## src/include/pss_defines.svh

```systemverilog
// Constants for the power and sleep sequencer
`ifndef PSS_DEFINES_SVH
`define PSS_DEFINES_SVH

`define PSS_NUM_MODULES   41
`define PSS_DSP_MODULE    39
`define PSS_DSP_FIRST     39
`define PSS_ADDR_W        10
`define PSS_DATA_W        32
`define PSS_IDX_W         6

// Register byte addresses
`define PSS_OFS_CMD       10'h000
`define PSS_OFS_STAT      10'h004
`define PSS_OFS_DOM0      10'h008
`define PSS_OFS_DOM1      10'h00C
`define PSS_OFS_EPC       10'h010
`define PSS_MOD_PAGE      2'h1

// Field positions
`define PSS_BIT_GO0       0
`define PSS_BIT_GO1       1
`define PSS_BIT_NEXT      0
`define PSS_BIT_GOOD      1
`define PSS_BIT_DSTATE    8
`define PSS_BIT_EPC       0
`define PSS_BIT_EPC_IE    1
`define PSS_MOD_NEXT_LSB  0
`define PSS_MOD_CUR_LSB   4
`define PSS_BIT_LRST      8
`define PSS_BIT_EMU_IE    9

// Reset values
`define PSS_MOD_DEFAULT   2'h1

`endif

```

## src/include/pss_pkg.sv

```systemverilog
// Types shared by the power and sleep sequencer files
`include "pss_defines.svh"

package pss_pkg;

   typedef enum logic [1:0] {
      RESET_CLOCK_OFF = 2'h0,
      RESET_CLOCK_ON  = 2'h1,
      CLOCK_GATED     = 2'h2,
      ENABLED         = 2'h3
   } mod_state_e;

   typedef enum logic [2:0] {
      SEQ_IDLE     = 3'h0,
      SEQ_APPLY    = 3'h1,
      SEQ_SETTLE   = 3'h2,
      SEQ_PEND_ON  = 3'h3,
      SEQ_ISO_OFF  = 3'h4,
      SEQ_ISO_ON   = 3'h5,
      SEQ_PEND_OFF = 3'h6
   } seq_e;

   typedef struct packed {
      logic [`PSS_ADDR_W-1:0] address;
      logic                   read;
      logic                   write;
      logic [`PSS_DATA_W-1:0] writedata;
   } avmm_req_s;

   typedef struct packed {
      logic [`PSS_DATA_W-1:0] readdata;
      logic                   waitrequest;
   } avmm_rsp_s;

   typedef struct packed {
      logic [`PSS_NUM_MODULES-1:0] reset_n;
      logic [`PSS_NUM_MODULES-1:0] clk_en;
   } mod_ctrl_s;

   typedef struct packed {
      avmm_rsp_s                         rsp;
      seq_e                              seq0;
      seq_e                              seq1;
      logic                              dsp_next;
      logic                              power_good_confirm;
      logic                              dsp_on;
      logic                              dsp_isolate;
      logic                              ext_power_pending;
      logic                              pending_irq_en;
      logic                              ext_power_irq;
      logic                              lrst_bit;
      logic                              dsp_core_reset_n;
      logic [`PSS_NUM_MODULES-1:0][1:0]  mod_next;
      logic [`PSS_NUM_MODULES-1:0][1:0]  mod_cur;
      logic [`PSS_NUM_MODULES-1:0]       lreset_emul_irq_enable;
      mod_ctrl_s                         mods;
   } state_s;

endpackage

```

## src/hw/power_sleep_sequencer.sv

```systemverilog
// Power and sleep sequencer with Avalon-MM register access
//
// Chosen here: the placing of the registers and the Avalon-MM register port.
`timescale 1ns/10ps
`include "pss_defines.svh"

//////////////////////////////////////////////////////////////////////////////
module power_sleep_sequencer (
   input  wire logic                clk,
   input  wire logic                rst_n,
   input  pss_pkg::avmm_req_s       avmm_req,
   output pss_pkg::avmm_rsp_s       avmm_rsp,
   input  wire logic                dsp_boot_select_pin,
   output pss_pkg::mod_ctrl_s       mods,
   output logic                     dsp_core_reset_n,
   output logic                     dsp_isolate,
   output logic                     dsp_domain_on,
   output logic                     ext_power_irq
);

   localparam int N = `PSS_NUM_MODULES;

   pss_pkg::state_s   s;
   pss_pkg::state_s   next_s;
   pss_pkg::mod_ctrl_s decoded;

   //////////////////////////////////////////////////////////////////////////
   // Module state decode

   module_state_decode #(
      .N         (N),
      .DSP_FIRST (`PSS_DSP_FIRST)
   ) u_decode (
      .cur    (s.mod_cur),
      .dsp_on (s.dsp_on),
      .ctrl   (decoded)
   );

   //////////////////////////////////////////////////////////////////////////
   // Next state

   logic                          req;
   logic                          take;
   logic                          wr;
   logic [`PSS_DATA_W-1:0]        wd;
   logic                          mod_hit;
   logic [`PSS_IDX_W-1:0]         idx;
   logic [`PSS_DATA_W-1:0]        rd;
   logic                          cmd_wr;
   logic                          dom1_wr;
   logic                          epc_wr;
   logic                          confirm_on;
   logic                          confirm_off;

   always_comb begin
      req     = avmm_req.read | avmm_req.write;
      // Request completes on the edge where waitrequest is seen low
      take    = req & ~s.rsp.waitrequest;
      wr      = take & avmm_req.write;
      wd      = avmm_req.writedata;
      idx     = avmm_req.address[`PSS_IDX_W+1:2];
      mod_hit = (avmm_req.address[`PSS_ADDR_W-1:`PSS_ADDR_W-2] == `PSS_MOD_PAGE)
                && (idx < `PSS_IDX_W'(N));

      // Named strobes keep the sequencer arms short
      cmd_wr      = wr && (avmm_req.address == `PSS_OFS_CMD);
      dom1_wr     = wr && (avmm_req.address == `PSS_OFS_DOM1);
      epc_wr      = wr && (avmm_req.address == `PSS_OFS_EPC);
      confirm_on  = dom1_wr && wd[`PSS_BIT_GOOD];
      confirm_off = dom1_wr && !wd[`PSS_BIT_GOOD];
      next_s  = s;

      ///////////////////////////////////////////////////////////////////////
      // Read mux; unmapped addresses read zero
      rd = '0;
      if (mod_hit) begin
         rd[`PSS_MOD_NEXT_LSB+:2] = s.mod_next[idx];
         rd[`PSS_MOD_CUR_LSB+:2]  = s.mod_cur[idx];
         rd[`PSS_BIT_EMU_IE]      = s.lreset_emul_irq_enable[idx];
         if (idx == `PSS_IDX_W'(`PSS_DSP_MODULE)) begin
            rd[`PSS_BIT_LRST] = s.lrst_bit;
         end
      end else begin
         unique case (avmm_req.address)
            `PSS_OFS_STAT: begin
               rd[`PSS_BIT_GO0] = (s.seq0 != pss_pkg::SEQ_IDLE);
               rd[`PSS_BIT_GO1] = (s.seq1 != pss_pkg::SEQ_IDLE);
            end
            `PSS_OFS_DOM0: begin
               rd[`PSS_BIT_NEXT]   = 1'b1;
               rd[`PSS_BIT_DSTATE] = 1'b1;
            end
            `PSS_OFS_DOM1: begin
               rd[`PSS_BIT_NEXT]   = s.dsp_next;
               rd[`PSS_BIT_GOOD]   = s.power_good_confirm;
               rd[`PSS_BIT_DSTATE] = s.dsp_on;
            end
            `PSS_OFS_EPC: begin
               rd[`PSS_BIT_EPC]    = s.ext_power_pending;
               rd[`PSS_BIT_EPC_IE] = s.pending_irq_en;
            end
            default: rd = '0;
         endcase
      end

      // Single-cycle answer, waitrequest back high straight after
      next_s.rsp.waitrequest = ~(req & s.rsp.waitrequest);
      if (req & s.rsp.waitrequest) begin
         next_s.rsp.readdata = rd;
      end

      ///////////////////////////////////////////////////////////////////////
      // Register writes
      if (wr && mod_hit) begin
         next_s.mod_next[idx]               = wd[`PSS_MOD_NEXT_LSB+:2];
         next_s.lreset_emul_irq_enable[idx] = wd[`PSS_BIT_EMU_IE];
         if (idx == `PSS_IDX_W'(`PSS_DSP_MODULE)) begin
            next_s.lrst_bit = wd[`PSS_BIT_LRST];
         end
      end
      if (dom1_wr) begin
         next_s.dsp_next           = wd[`PSS_BIT_NEXT];
         next_s.power_good_confirm = wd[`PSS_BIT_GOOD];
      end
      if (epc_wr) begin
         next_s.pending_irq_en = wd[`PSS_BIT_EPC_IE];
      end

      ///////////////////////////////////////////////////////////////////////
      // Permanent domain: module changes only, power never touched
      unique case (s.seq0)
         pss_pkg::SEQ_IDLE: begin
            if (cmd_wr && wd[`PSS_BIT_GO0]) begin
               next_s.seq0 = pss_pkg::SEQ_APPLY;
            end
         end
         pss_pkg::SEQ_APPLY: begin
            for (int i = 0; i < `PSS_DSP_FIRST; i++) begin
               next_s.mod_cur[i] = s.mod_next[i];
            end
            next_s.seq0 = pss_pkg::SEQ_SETTLE;
         end
         pss_pkg::SEQ_SETTLE: begin
            // Controls are registered from mod_cur one edge later
            next_s.seq0 = pss_pkg::SEQ_IDLE;
         end
         default: next_s.seq0 = pss_pkg::SEQ_IDLE;
      endcase

      ///////////////////////////////////////////////////////////////////////
      // DSP domain sequence
      unique case (s.seq1)
         pss_pkg::SEQ_IDLE: begin
            if (cmd_wr && wd[`PSS_BIT_GO1]) begin
               if (s.dsp_next && !s.dsp_on) begin
                  next_s.seq1 = pss_pkg::SEQ_PEND_ON;
               end else if (!s.dsp_next && s.dsp_on) begin
                  next_s.seq1 = pss_pkg::SEQ_APPLY;
               end else begin
                  next_s.seq1 = pss_pkg::SEQ_APPLY;
               end
            end
         end
         pss_pkg::SEQ_PEND_ON: begin
            next_s.ext_power_pending = 1'b1;
            // Only a matching confirmation resumes; else wait forever
            if (confirm_on) begin
               next_s.ext_power_pending = 1'b0;
               next_s.dsp_on            = 1'b1;
               next_s.seq1              = pss_pkg::SEQ_ISO_OFF;
            end
         end
         pss_pkg::SEQ_ISO_OFF: begin
            next_s.dsp_isolate = 1'b0;
            next_s.seq1        = pss_pkg::SEQ_APPLY;
         end
         pss_pkg::SEQ_APPLY: begin
            if (s.dsp_on) begin
               for (int i = `PSS_DSP_FIRST; i < N; i++) begin
                  next_s.mod_cur[i] = s.mod_next[i];
               end
            end
            // Power-off isolates before the rail may drop
            if (s.dsp_on && !s.dsp_next) begin
               next_s.seq1 = pss_pkg::SEQ_ISO_ON;
            end else begin
               next_s.seq1 = pss_pkg::SEQ_SETTLE;
            end
         end
         pss_pkg::SEQ_ISO_ON: begin
            next_s.dsp_isolate = 1'b1;
            next_s.seq1        = pss_pkg::SEQ_PEND_OFF;
         end
         pss_pkg::SEQ_PEND_OFF: begin
            next_s.ext_power_pending = 1'b1;
            if (confirm_off) begin
               next_s.ext_power_pending = 1'b0;
               next_s.dsp_on            = 1'b0;
               // Removed power drops the current state of every DSP module to RESET_CLOCK_OFF
               for (int i = `PSS_DSP_FIRST; i < N; i++) begin
                  next_s.mod_cur[i] = pss_pkg::RESET_CLOCK_OFF;
               end
               next_s.seq1 = pss_pkg::SEQ_SETTLE;
            end
         end
         pss_pkg::SEQ_SETTLE: begin
            next_s.seq1 = pss_pkg::SEQ_IDLE;
         end
         default: next_s.seq1 = pss_pkg::SEQ_IDLE;
      endcase

      ///////////////////////////////////////////////////////////////////////
      // Registered outputs
      next_s.mods          = decoded;
      next_s.ext_power_irq = s.ext_power_pending & s.pending_irq_en;
      // Core held whenever module reset is active; memories untouched
      next_s.dsp_core_reset_n = decoded.reset_n[`PSS_DSP_MODULE]
                                & s.lrst_bit;

      ///////////////////////////////////////////////////////////////////////
      // Synchronous reset; boot pin picks DSP defaults
      if (!rst_n) begin
         next_s                    = '0;
         next_s.rsp.waitrequest    = 1'b1;
         next_s.seq0               = pss_pkg::SEQ_IDLE;
         next_s.seq1               = pss_pkg::SEQ_IDLE;
         for (int i = 0; i < N; i++) begin
            next_s.mod_next[i] = `PSS_MOD_DEFAULT;
            next_s.mod_cur[i]  = `PSS_MOD_DEFAULT;
         end
         next_s.dsp_on      = dsp_boot_select_pin;
         next_s.dsp_next    = dsp_boot_select_pin;
         next_s.dsp_isolate = ~dsp_boot_select_pin;
         next_s.lrst_bit    = dsp_boot_select_pin;
         if (dsp_boot_select_pin) begin
            next_s.mod_next[`PSS_DSP_MODULE] = pss_pkg::ENABLED;
            next_s.mod_cur[`PSS_DSP_MODULE]  = pss_pkg::ENABLED;
         end
      end
   end

   //////////////////////////////////////////////////////////////////////////
   // State register

   always_ff @(posedge clk) begin
      s <= next_s;
   end

   //////////////////////////////////////////////////////////////////////////
   // Outputs straight from the state flops

   assign avmm_rsp         = s.rsp;
   assign mods             = s.mods;
   assign dsp_core_reset_n = s.dsp_core_reset_n;
   assign dsp_isolate      = s.dsp_isolate;
   assign dsp_domain_on    = s.dsp_on;
   assign ext_power_irq    = s.ext_power_irq;

endmodule

```

## src/hw/module_state_decode.sv

```systemverilog
// Decode of module states into module reset and clock controls
`timescale 1ns/10ps
`include "pss_defines.svh"

module module_state_decode #(
   parameter int N         = `PSS_NUM_MODULES,
   parameter int DSP_FIRST = `PSS_DSP_FIRST
) (
   input  wire logic [N-1:0][1:0] cur,
   input  wire logic              dsp_on,
   output pss_pkg::mod_ctrl_s     ctrl
);

   genvar i;
   generate
      for (i = 0; i < N; i++) begin : g_mod
         // Unpowered modules sit in reset with no clock
         localparam bit IN_DSP = (i >= DSP_FIRST);
         assign ctrl.reset_n[i] = cur[i][1] & (dsp_on | ~IN_DSP);
         assign ctrl.clk_en[i]  = cur[i][0] & (dsp_on | ~IN_DSP);
      end
   endgenerate

endmodule

```

## config.mk

```make
export PLATFORM = sky130hd
export DESIGN_NAME = power_sleep_sequencer
export DESIGN_NICKNAME = d
export VERILOG_FILES = /design/src/include/pss_pkg.sv /design/src/hw/power_sleep_sequencer.sv /design/src/hw/module_state_decode.sv
export VERILOG_INCLUDE_DIRS = /design/src /design/src/include
export SDC_FILE = /design/constraint.sdc
export NUM_CORES = 1
export LEC_CHECK = 0
export BUFFER_PORTS_ARGS = -buffer_cell sky130_fd_sc_hd__buf_4
export CORE_MARGIN = 5
export CORE_UTILIZATION = 45
export DETAILED_ROUTE_END_ITERATION = 8
export GPL_ROUTABILITY_DRIVEN = 0
export PLACE_DENSITY = 0.75
export SETUP_SLACK_MARGIN = 0.2
export SLEW_MARGIN = 25
export SYNTH_ARGS = -nofsm -noshare
export SYNTH_HDL_FRONTEND = slang
export SYNTH_SLANG_ARGS = --single-unit
```

## constraint.sdc

```tcl
create_clock -name clk -period 2.6 [get_ports clk]
set_input_delay 0.26 -clock clk [delete_from_list [all_inputs] [get_ports clk]]
set_output_delay 0.26 -clock clk [all_outputs]
set_load 0.03 [all_outputs]
```

==> flow_metrics.env, run 1 <==
export IMPL_final_common_cell="dfxtp_1"
export IMPL_p_leak_uw=0.005677
export IMPL_rsz0062_at_grt="false"
export IMPL_syn_area_um2=13420
export IMPL_clkSinkCount=308
export IMPL_grt_max_degree=76
export IMPL_antenna_found_initial=0
export IMPL_clock_root_buffer="clkbuf_16"
export IMPL_die_width_um=182.7
export IMPL_whs_path_depth=2
export IMPL_num_vias=10630
export IMPL_tightest_slew_ps=780.8
export IMPL_status="completed"
export IMPL_r2r_slack_ps=640
export IMPL_wirelength_mm=35.79
export IMPL_synthDistinctLibCells=68
export IMPL_fin_nets=1497
export IMPL_required_ps=3010
export IMPL_netlist_top_cell_by_area="dfxtp_1"
export IMPL_syn_mean_instance_area_um2=9.163
export IMPL_arrival_ps=2370
export IMPL_netlist_area_leader_share=0.4474
export IMPL_cap_violations=0
export IMPL_diodes=0
export IMPL_fillers=2694
export IMPL_hpwlAfterDp_mm=24.37
export IMPL_clock_fmax_mhz=509.6
export IMPL_cts_resized=0
export IMPL_die_area_um2=33380
export IMPL_die_h_um=182.7
export IMPL_startpoint_type="register"
export IMPL_clk_pin_slew_ps=60
export IMPL_drt_pre_antenna_iters=5
export IMPL_clk_latency_ps=550
export IMPL_clockBufferDepth=3
export IMPL_skew_ps=15.99
export IMPL_min_delay_start="dsp_boot_select_pin"
export IMPL_areaGrowthSynthToFinish_pct=11.10
export IMPL_mostFrequentLayoutCells="dfxtp_1 (300), nand2_1 (233), buf_4 (155), o21ai_0 (111), nand3_1 (99)"
export IMPL_cts_buffers_inserted=30
export IMPL_syn_instance_count=1465
export IMPL_setup_viol=0
export IMPL_post_cts_buffers=0
export IMPL_coreArea_um2=29560
export IMPL_wl_per_cell_um=19.25
export IMPL_async_flop_share=0
export IMPL_finalWorstSetupSlack_ps=637.6
export IMPL_peakVddDrop_mv=0.4709
export IMPL_drt_iter0_drc=1204
export IMPL_period_share=0.7548
export IMPL_pin_count=166
export IMPL_start_util=0.4541
export IMPL_gr_total_overflow=0
export IMPL_detailedPlace_worstSlack_ps=231.4
export IMPL_end_kind="register"
export IMPL_finalCriticalPeriod_ps=1962
export IMPL_drc_errors=0
export IMPL_path_class="reg2reg"
export IMPL_ff2ff_path_depth=5
export IMPL_h_tree_depth=1
export IMPL_ant_nets=0
export IMPL_synth_edff_count=8
export IMPL_grt_pass1_wl_mm=56.03
export IMPL_port_buffers=111
export IMPL_min_to="dsp_isolate"
export IMPL_tritoncts="built"
export IMPL_grt_pass1_vias=10190
export IMPL_synth_area_leaders="dfxtp_1 (45%), mux4_2 (7.0%), buf_4 (7.0%)"
export IMPL_grt_usage=0.2045
export IMPL_final_layout_size_suffix_gt1_frac=0.1831
export IMPL_synth_seq_cells=308
export IMPL_cp_max_fo=3
export IMPL_fp_row_count=63
export IMPL_finalHoldViolations=0
export IMPL_synth_ff_type="dfxtp_1"
export IMPL_hold_class="in2reg"
export IMPL_r2r_start="s[224]"
export IMPL_r2r_end="avmm_rsp[2]"
export IMPL_slew_violations=0
export IMPL_ys_seq_area_frac=0.4653
export IMPL_synth_warnings=0
export IMPL_fin_setup_tns_ps=0
export IMPL_viasPerCell=5.715
export IMPL_slew_headroom=0.4747
export IMPL_power_density_nw_per_um2=662.6
synthesized netlist by cell type, drive strengths merged, types with 3 or more instances:
cell type,n
or3,3
o22ai,9
mux2,5
a22oi,3
o211ai,7
nand3,99
o2111ai,7
nor3,6
a31oi,7
a211oi,4
dfxtp,300
o21a,4
buf,150
nor3b,4
a21oi,85
nor2,53
and2,81
a211o,3
inv,6
o221ai,3
and3b,3
nand2,233
mux2i,35
and3,7
o21ai,112
nor2b,15
clkbuf,84
edfxtp,8
nand3b,4
mux4,42
nor4,6
o22a,39
nand2b,7
o2bb2ai,3
kinds of logic (layout without fill, tap and decap cells):
family	after synthesis	count (layout)	share of synthesized area
compound gates	302	302	0.1378
mux	82	82	0.1008
other cells	1	26	0.0002793
buf+inv	241	220	0.1049
flops	308	308	0.4653
simple gates	531	531	0.1910
where the power goes:
group,switching [uW],total (uW),internal [uW]
Sequential,22.9,4810,4790
Combinational,474,678,204
Clock,1760,4390,2630
Total,2260,9880,7620
how the worst max path moves through the flow:
stage,start,to,slack [ps]
CTS,s[228],avmm_rsp[2],700
finish,s[224],avmm_rsp[2],640
global route,s[228],avmm_rsp[2],560
detailed placement,avmm_req[36],avmm_rsp[5],230
global placement,avmm_req[36],avmm_rsp[5],270
floorplan,avmm_req[36],avmm_rsp[2],670
area by class of cell:
type                    instances  area (um^2)  area share
repair buffers                162         1284     0.08607
well taps                     390        488.0     0.03272
flip-flops and latches        308         6246      0.4188
clock inverters                 4        73.82    0.004950
multi-input cells             941         5868      0.3935
inverters                       7        26.28    0.001762
clock buffers                  47        928.4     0.06225
timing repair:
action | 4_1_cts | 5_1_grt
endpoints found under the hold margin | 2 | 0
hold buffers | 2 | 0
endpoints found under the setup margin | 0 | 0
registers in the layout, indices dropped and copies added, names as in the netlist:
signal,count
dsp_core_reset_n,1
avmm_rsp,7
ext_power_irq,1
mods,82
s,215
dsp_isolate,1
dsp_domain_on,1
routing by layer:
| layer | part of all wire | GRT usage |
|---|---|---|
| met5 | 0 | 0 |
| met4 | 0.035 | 0.07385 |
| met3 | 0.095 | 0.04305 |
| met2 | 0.46 | 0.3264 |
| met1 | 0.41 | 0.2757 |
critical path: stages, from the launching register on:
cell and delay, ps:
dfxtp_1 340, mux4_2 490, o22ai_1 220, o22ai_1 150
o41ai_1 470, a31oi_1 150
metrics by stage:
stage          hold slack (ps)  power, uW  instances  cell area [um^2]  utilization
3_3_place_gp             446.2       5573       1806             13890       0.4700
2_1_floorplan            419.6       5434       1490             13520            -
4_1_cts                  32.56       9940       1859             14910       0.5046
3_5_place_dp             452.7       5580       1806             13890       0.4700
5_1_grt                  72.20      10170       1859             14910       0.5046
6_report                 53.92       9883       1859             14910       0.5046
No activity file was read; power rests on OpenSTA's default activity.
==> inputs of run 2 (changes only) <==
--- a/config.mk
+++ b/config.mk
@@ -6,6 +6,7 @@
 export SDC_FILE = /design/constraint.sdc
 export NUM_CORES = 1
 export LEC_CHECK = 0
+export ABC_AREA = 1
 export BUFFER_PORTS_ARGS = -buffer_cell sky130_fd_sc_hd__buf_4
 export CORE_MARGIN = 5
 export CORE_UTILIZATION = 45
==> constraint.sdc (replaced) <==
create_clock -name clk -period 2.05 [get_ports clk]
set_input_delay 0.205 -clock clk [delete_from_list [all_inputs] [get_ports clk]]
set_output_delay 0.205 -clock clk [all_outputs]
set_load 0.03 [all_outputs]
==> flow_metrics.env, run 2 <==
export IMPL_status="completed"
export IMPL_grt_pass1_vias=10940
export IMPL_grt_pass1_wl_mm=56.59
export IMPL_grt_usage=0.2047
export IMPL_cap_violations=0
export IMPL_r2r_slack_ps=400
export IMPL_finalHoldViolations=0
export IMPL_clk_latency_ps=570
export IMPL_drt_iter0_drc=979
export IMPL_arrival_ps=2140
export IMPL_drt_pre_antenna_iters=5
export IMPL_synth_seq_cells=308
export IMPL_top_register="s"
export IMPL_mostFrequentLayoutCells="nand2_1 (514), dfxtp_1 (300), inv_1 (201), a21oi_1 (162), buf_4 (142)"
export IMPL_skew_ps=18.74
export IMPL_dp_cells=2170
export IMPL_syn_mean_instance_area_um2=7.462
export IMPL_finalCriticalPeriod_ps=1647
export IMPL_die_width_um=183.1
export IMPL_final_common_cell="nand2_1"
export IMPL_num_vias=11510
export IMPL_slowest_stage="dfxtp_1"
export IMPL_fp_row_count=63
export IMPL_diodes=0
export IMPL_period_share=0.8034
export IMPL_slew_headroom=0.6226
export IMPL_clkSinkCount=308
export IMPL_wirelength_mm=35.49
export IMPL_synth_most_common_cell="nand2_1"
export IMPL_grt_max_degree=91
export IMPL_coreArea_um2=29640
export IMPL_hpwlAfterDp_mm=23.80
export IMPL_clockBufferDepth=3
export IMPL_gr_total_overflow=0
export IMPL_min_delay_start="dsp_boot_select_pin"
export IMPL_clk_pin_slew_ps=60
export IMPL_rsz0062_at_grt="false"
export IMPL_path_class="reg2reg"
export IMPL_cp_max_fo=6
export IMPL_synth_area_leaders="dfxtp_1 (45%), nand2_1 (14%), buf_4 (6.5%)"
export IMPL_netlist_top_cell_by_area="dfxtp_1"
export IMPL_r2r_start="avmm_rsp[0]"
export IMPL_clock_root_buffer="clkbuf_16"
export IMPL_tightest_slew_ps=565.5
export IMPL_required_ps=2540
export IMPL_critPathBufInv=1
export IMPL_power_density_nw_per_um2=842.4
export IMPL_fin_nets=1863
export IMPL_slew_violations=0
export IMPL_crit_path_max_incr_delay_ps=330
export IMPL_async_flop_share=0
export IMPL_syn_instance_count=1808
export IMPL_stdcell_area_um2=15160
export IMPL_synthTopCellsByCount="nand2_1 (514), dfxtp_1 (300), inv_1 (202)"
export IMPL_ff2ff_path_depth=7
export IMPL_synthDistinctLibCells=41
export IMPL_port_buffers=111
export IMPL_ant_nets=0
export IMPL_h_tree_depth=1
export IMPL_ys_seq_area_frac=0.4630
export IMPL_r2r_end="s[238]"
export IMPL_hold_class="in2reg"
export IMPL_startpoint_type="register"
export IMPL_tritoncts="built"
export IMPL_dpl_cell_area_um2=14090
export IMPL_cp_cell_sequence="nor2_2 -> nand2_4 -> nor2_1 -> inv_2 -> nor2_2 -> o21ai_0 -> a21oi_1"
export IMPL_power_total_uw=12770
export IMPL_antenna_found_initial=1
export IMPL_min_to="s[288]"
export IMPL_cts_buffers_inserted=31
export IMPL_netlist_area_leader_share=0.4452
export IMPL_areaGrowthSynthToFinish_pct=12.35
export IMPL_wl_per_cell_um=15.91
export IMPL_viasPerCell=5.159
export IMPL_p_leak_uw=0.007575
export IMPL_die_h_um=183.1
export IMPL_fin_cells=2231
export IMPL_pin_count=166
export IMPL_end_kind="register"
export IMPL_peakVddDrop_mv=0.6156
export IMPL_final_layout_size_suffix_gt1_frac=0.1532
export IMPL_clock_fmax_mhz=607.2
export IMPL_drc_errors=0
export IMPL_fin_setup_tns_ps=0
export IMPL_critPathMostFrequentCell="nor2_2"
export IMPL_setup_viol=0
export IMPL_die_area_um2=33540
export IMPL_largest_reg_flops=215
export IMPL_synth_warnings=0
export IMPL_whs_path_depth=3
export IMPL_synth_ff_type="dfxtp_1"
export IMPL_start_util=0.4552
export IMPL_syn_area_um2=13490
export IMPL_synth_edff_count=8
export IMPL_critPathTopFamily="simple AND/OR/NAND/NOR gates"
-- run 2: layout make-up --
class | count | area, um^2
repair buffers | 155 | 1296
flip-flops and latches | 308 | 6246
clock inverters | 17 | 196.4
fillers | 2838 | 14480
well taps | 390 | 488.0
multi-input cells | 1107 | 5290
inverters | 213 | 807.0
clock buffers | 41 | 833.3
-- run 2: timing repair --
action	4_1_cts	5_1_grt
hold buffers	3	0
gates resized for setup	0	1
buffers inserted	0	0
hold endpoints to repair	5	0
setup endpoints to repair	0	5
-- run 2: per-stage QoR --
step	hold WS [ps]	utilization	setup slack, ps
final	38.44	0.5114	403.0
after global routing	44.91	0.5114	293.3
after CTS	21.87	0.5113	311.2
after detailed placement	422.7	0.4756	38.66
after global placement	423.5	0.4756	132.0
after floorplan	329.0	-	350.7
-- run 2: cell families (layout without fill, tap and decap cells) --
family | count (synthesis) | in the layout | synth area share
AOI/OAI and AO/OA | 396 | 396 | 0.1593
buffers and inverters | 418 | 426 | 0.1522
DFF | 308 | 308 | 0.4630
other | 1 | 26 | 0.0002780
and+or+nand+nor | 685 | 685 | 0.2252
-- run 2: power by group --
part           leakage [uW]  internal, uW  switching [uW]
Clock              0.000505          3360            2350
Sequential          0.00251          6070            23.3
Combinational       0.00456           269             694
Total               0.00757          9700            3060
-- run 2: how the worst max path moves through the flow --
stage	endpoint	cells after the start	slack [ps]	from
floorplan	dsp_domain_on	8	350	avmm_req[43]
global placement	dsp_domain_on	9	130	avmm_req[43]
detailed placement	dsp_domain_on	9	40	avmm_req[43]
CTS	s[238]	7	310	avmm_rsp[0]
global route	s[118]	7	290	avmm_rsp[0]
finish	s[238]	7	400	avmm_rsp[0]
-- run 2: layer usage --
metal  GRT usage  up-vias  wire, um
met5           0        -        16
met4     0.08641        2      1219
met3     0.03927       85      3180
met2      0.3382      514     16480
met1      0.2631     5257     14590
li1            -     5651         -
-- run 2: worst reg2reg max path, stage by stage, from the launching register on --
cell,delay (ps)
dfxtp_1,330
nor2_2,270
nand2_4,130
nor2_1,170
inv_2,150
nor2_2,250
o21ai_0,130
a21oi_1,150
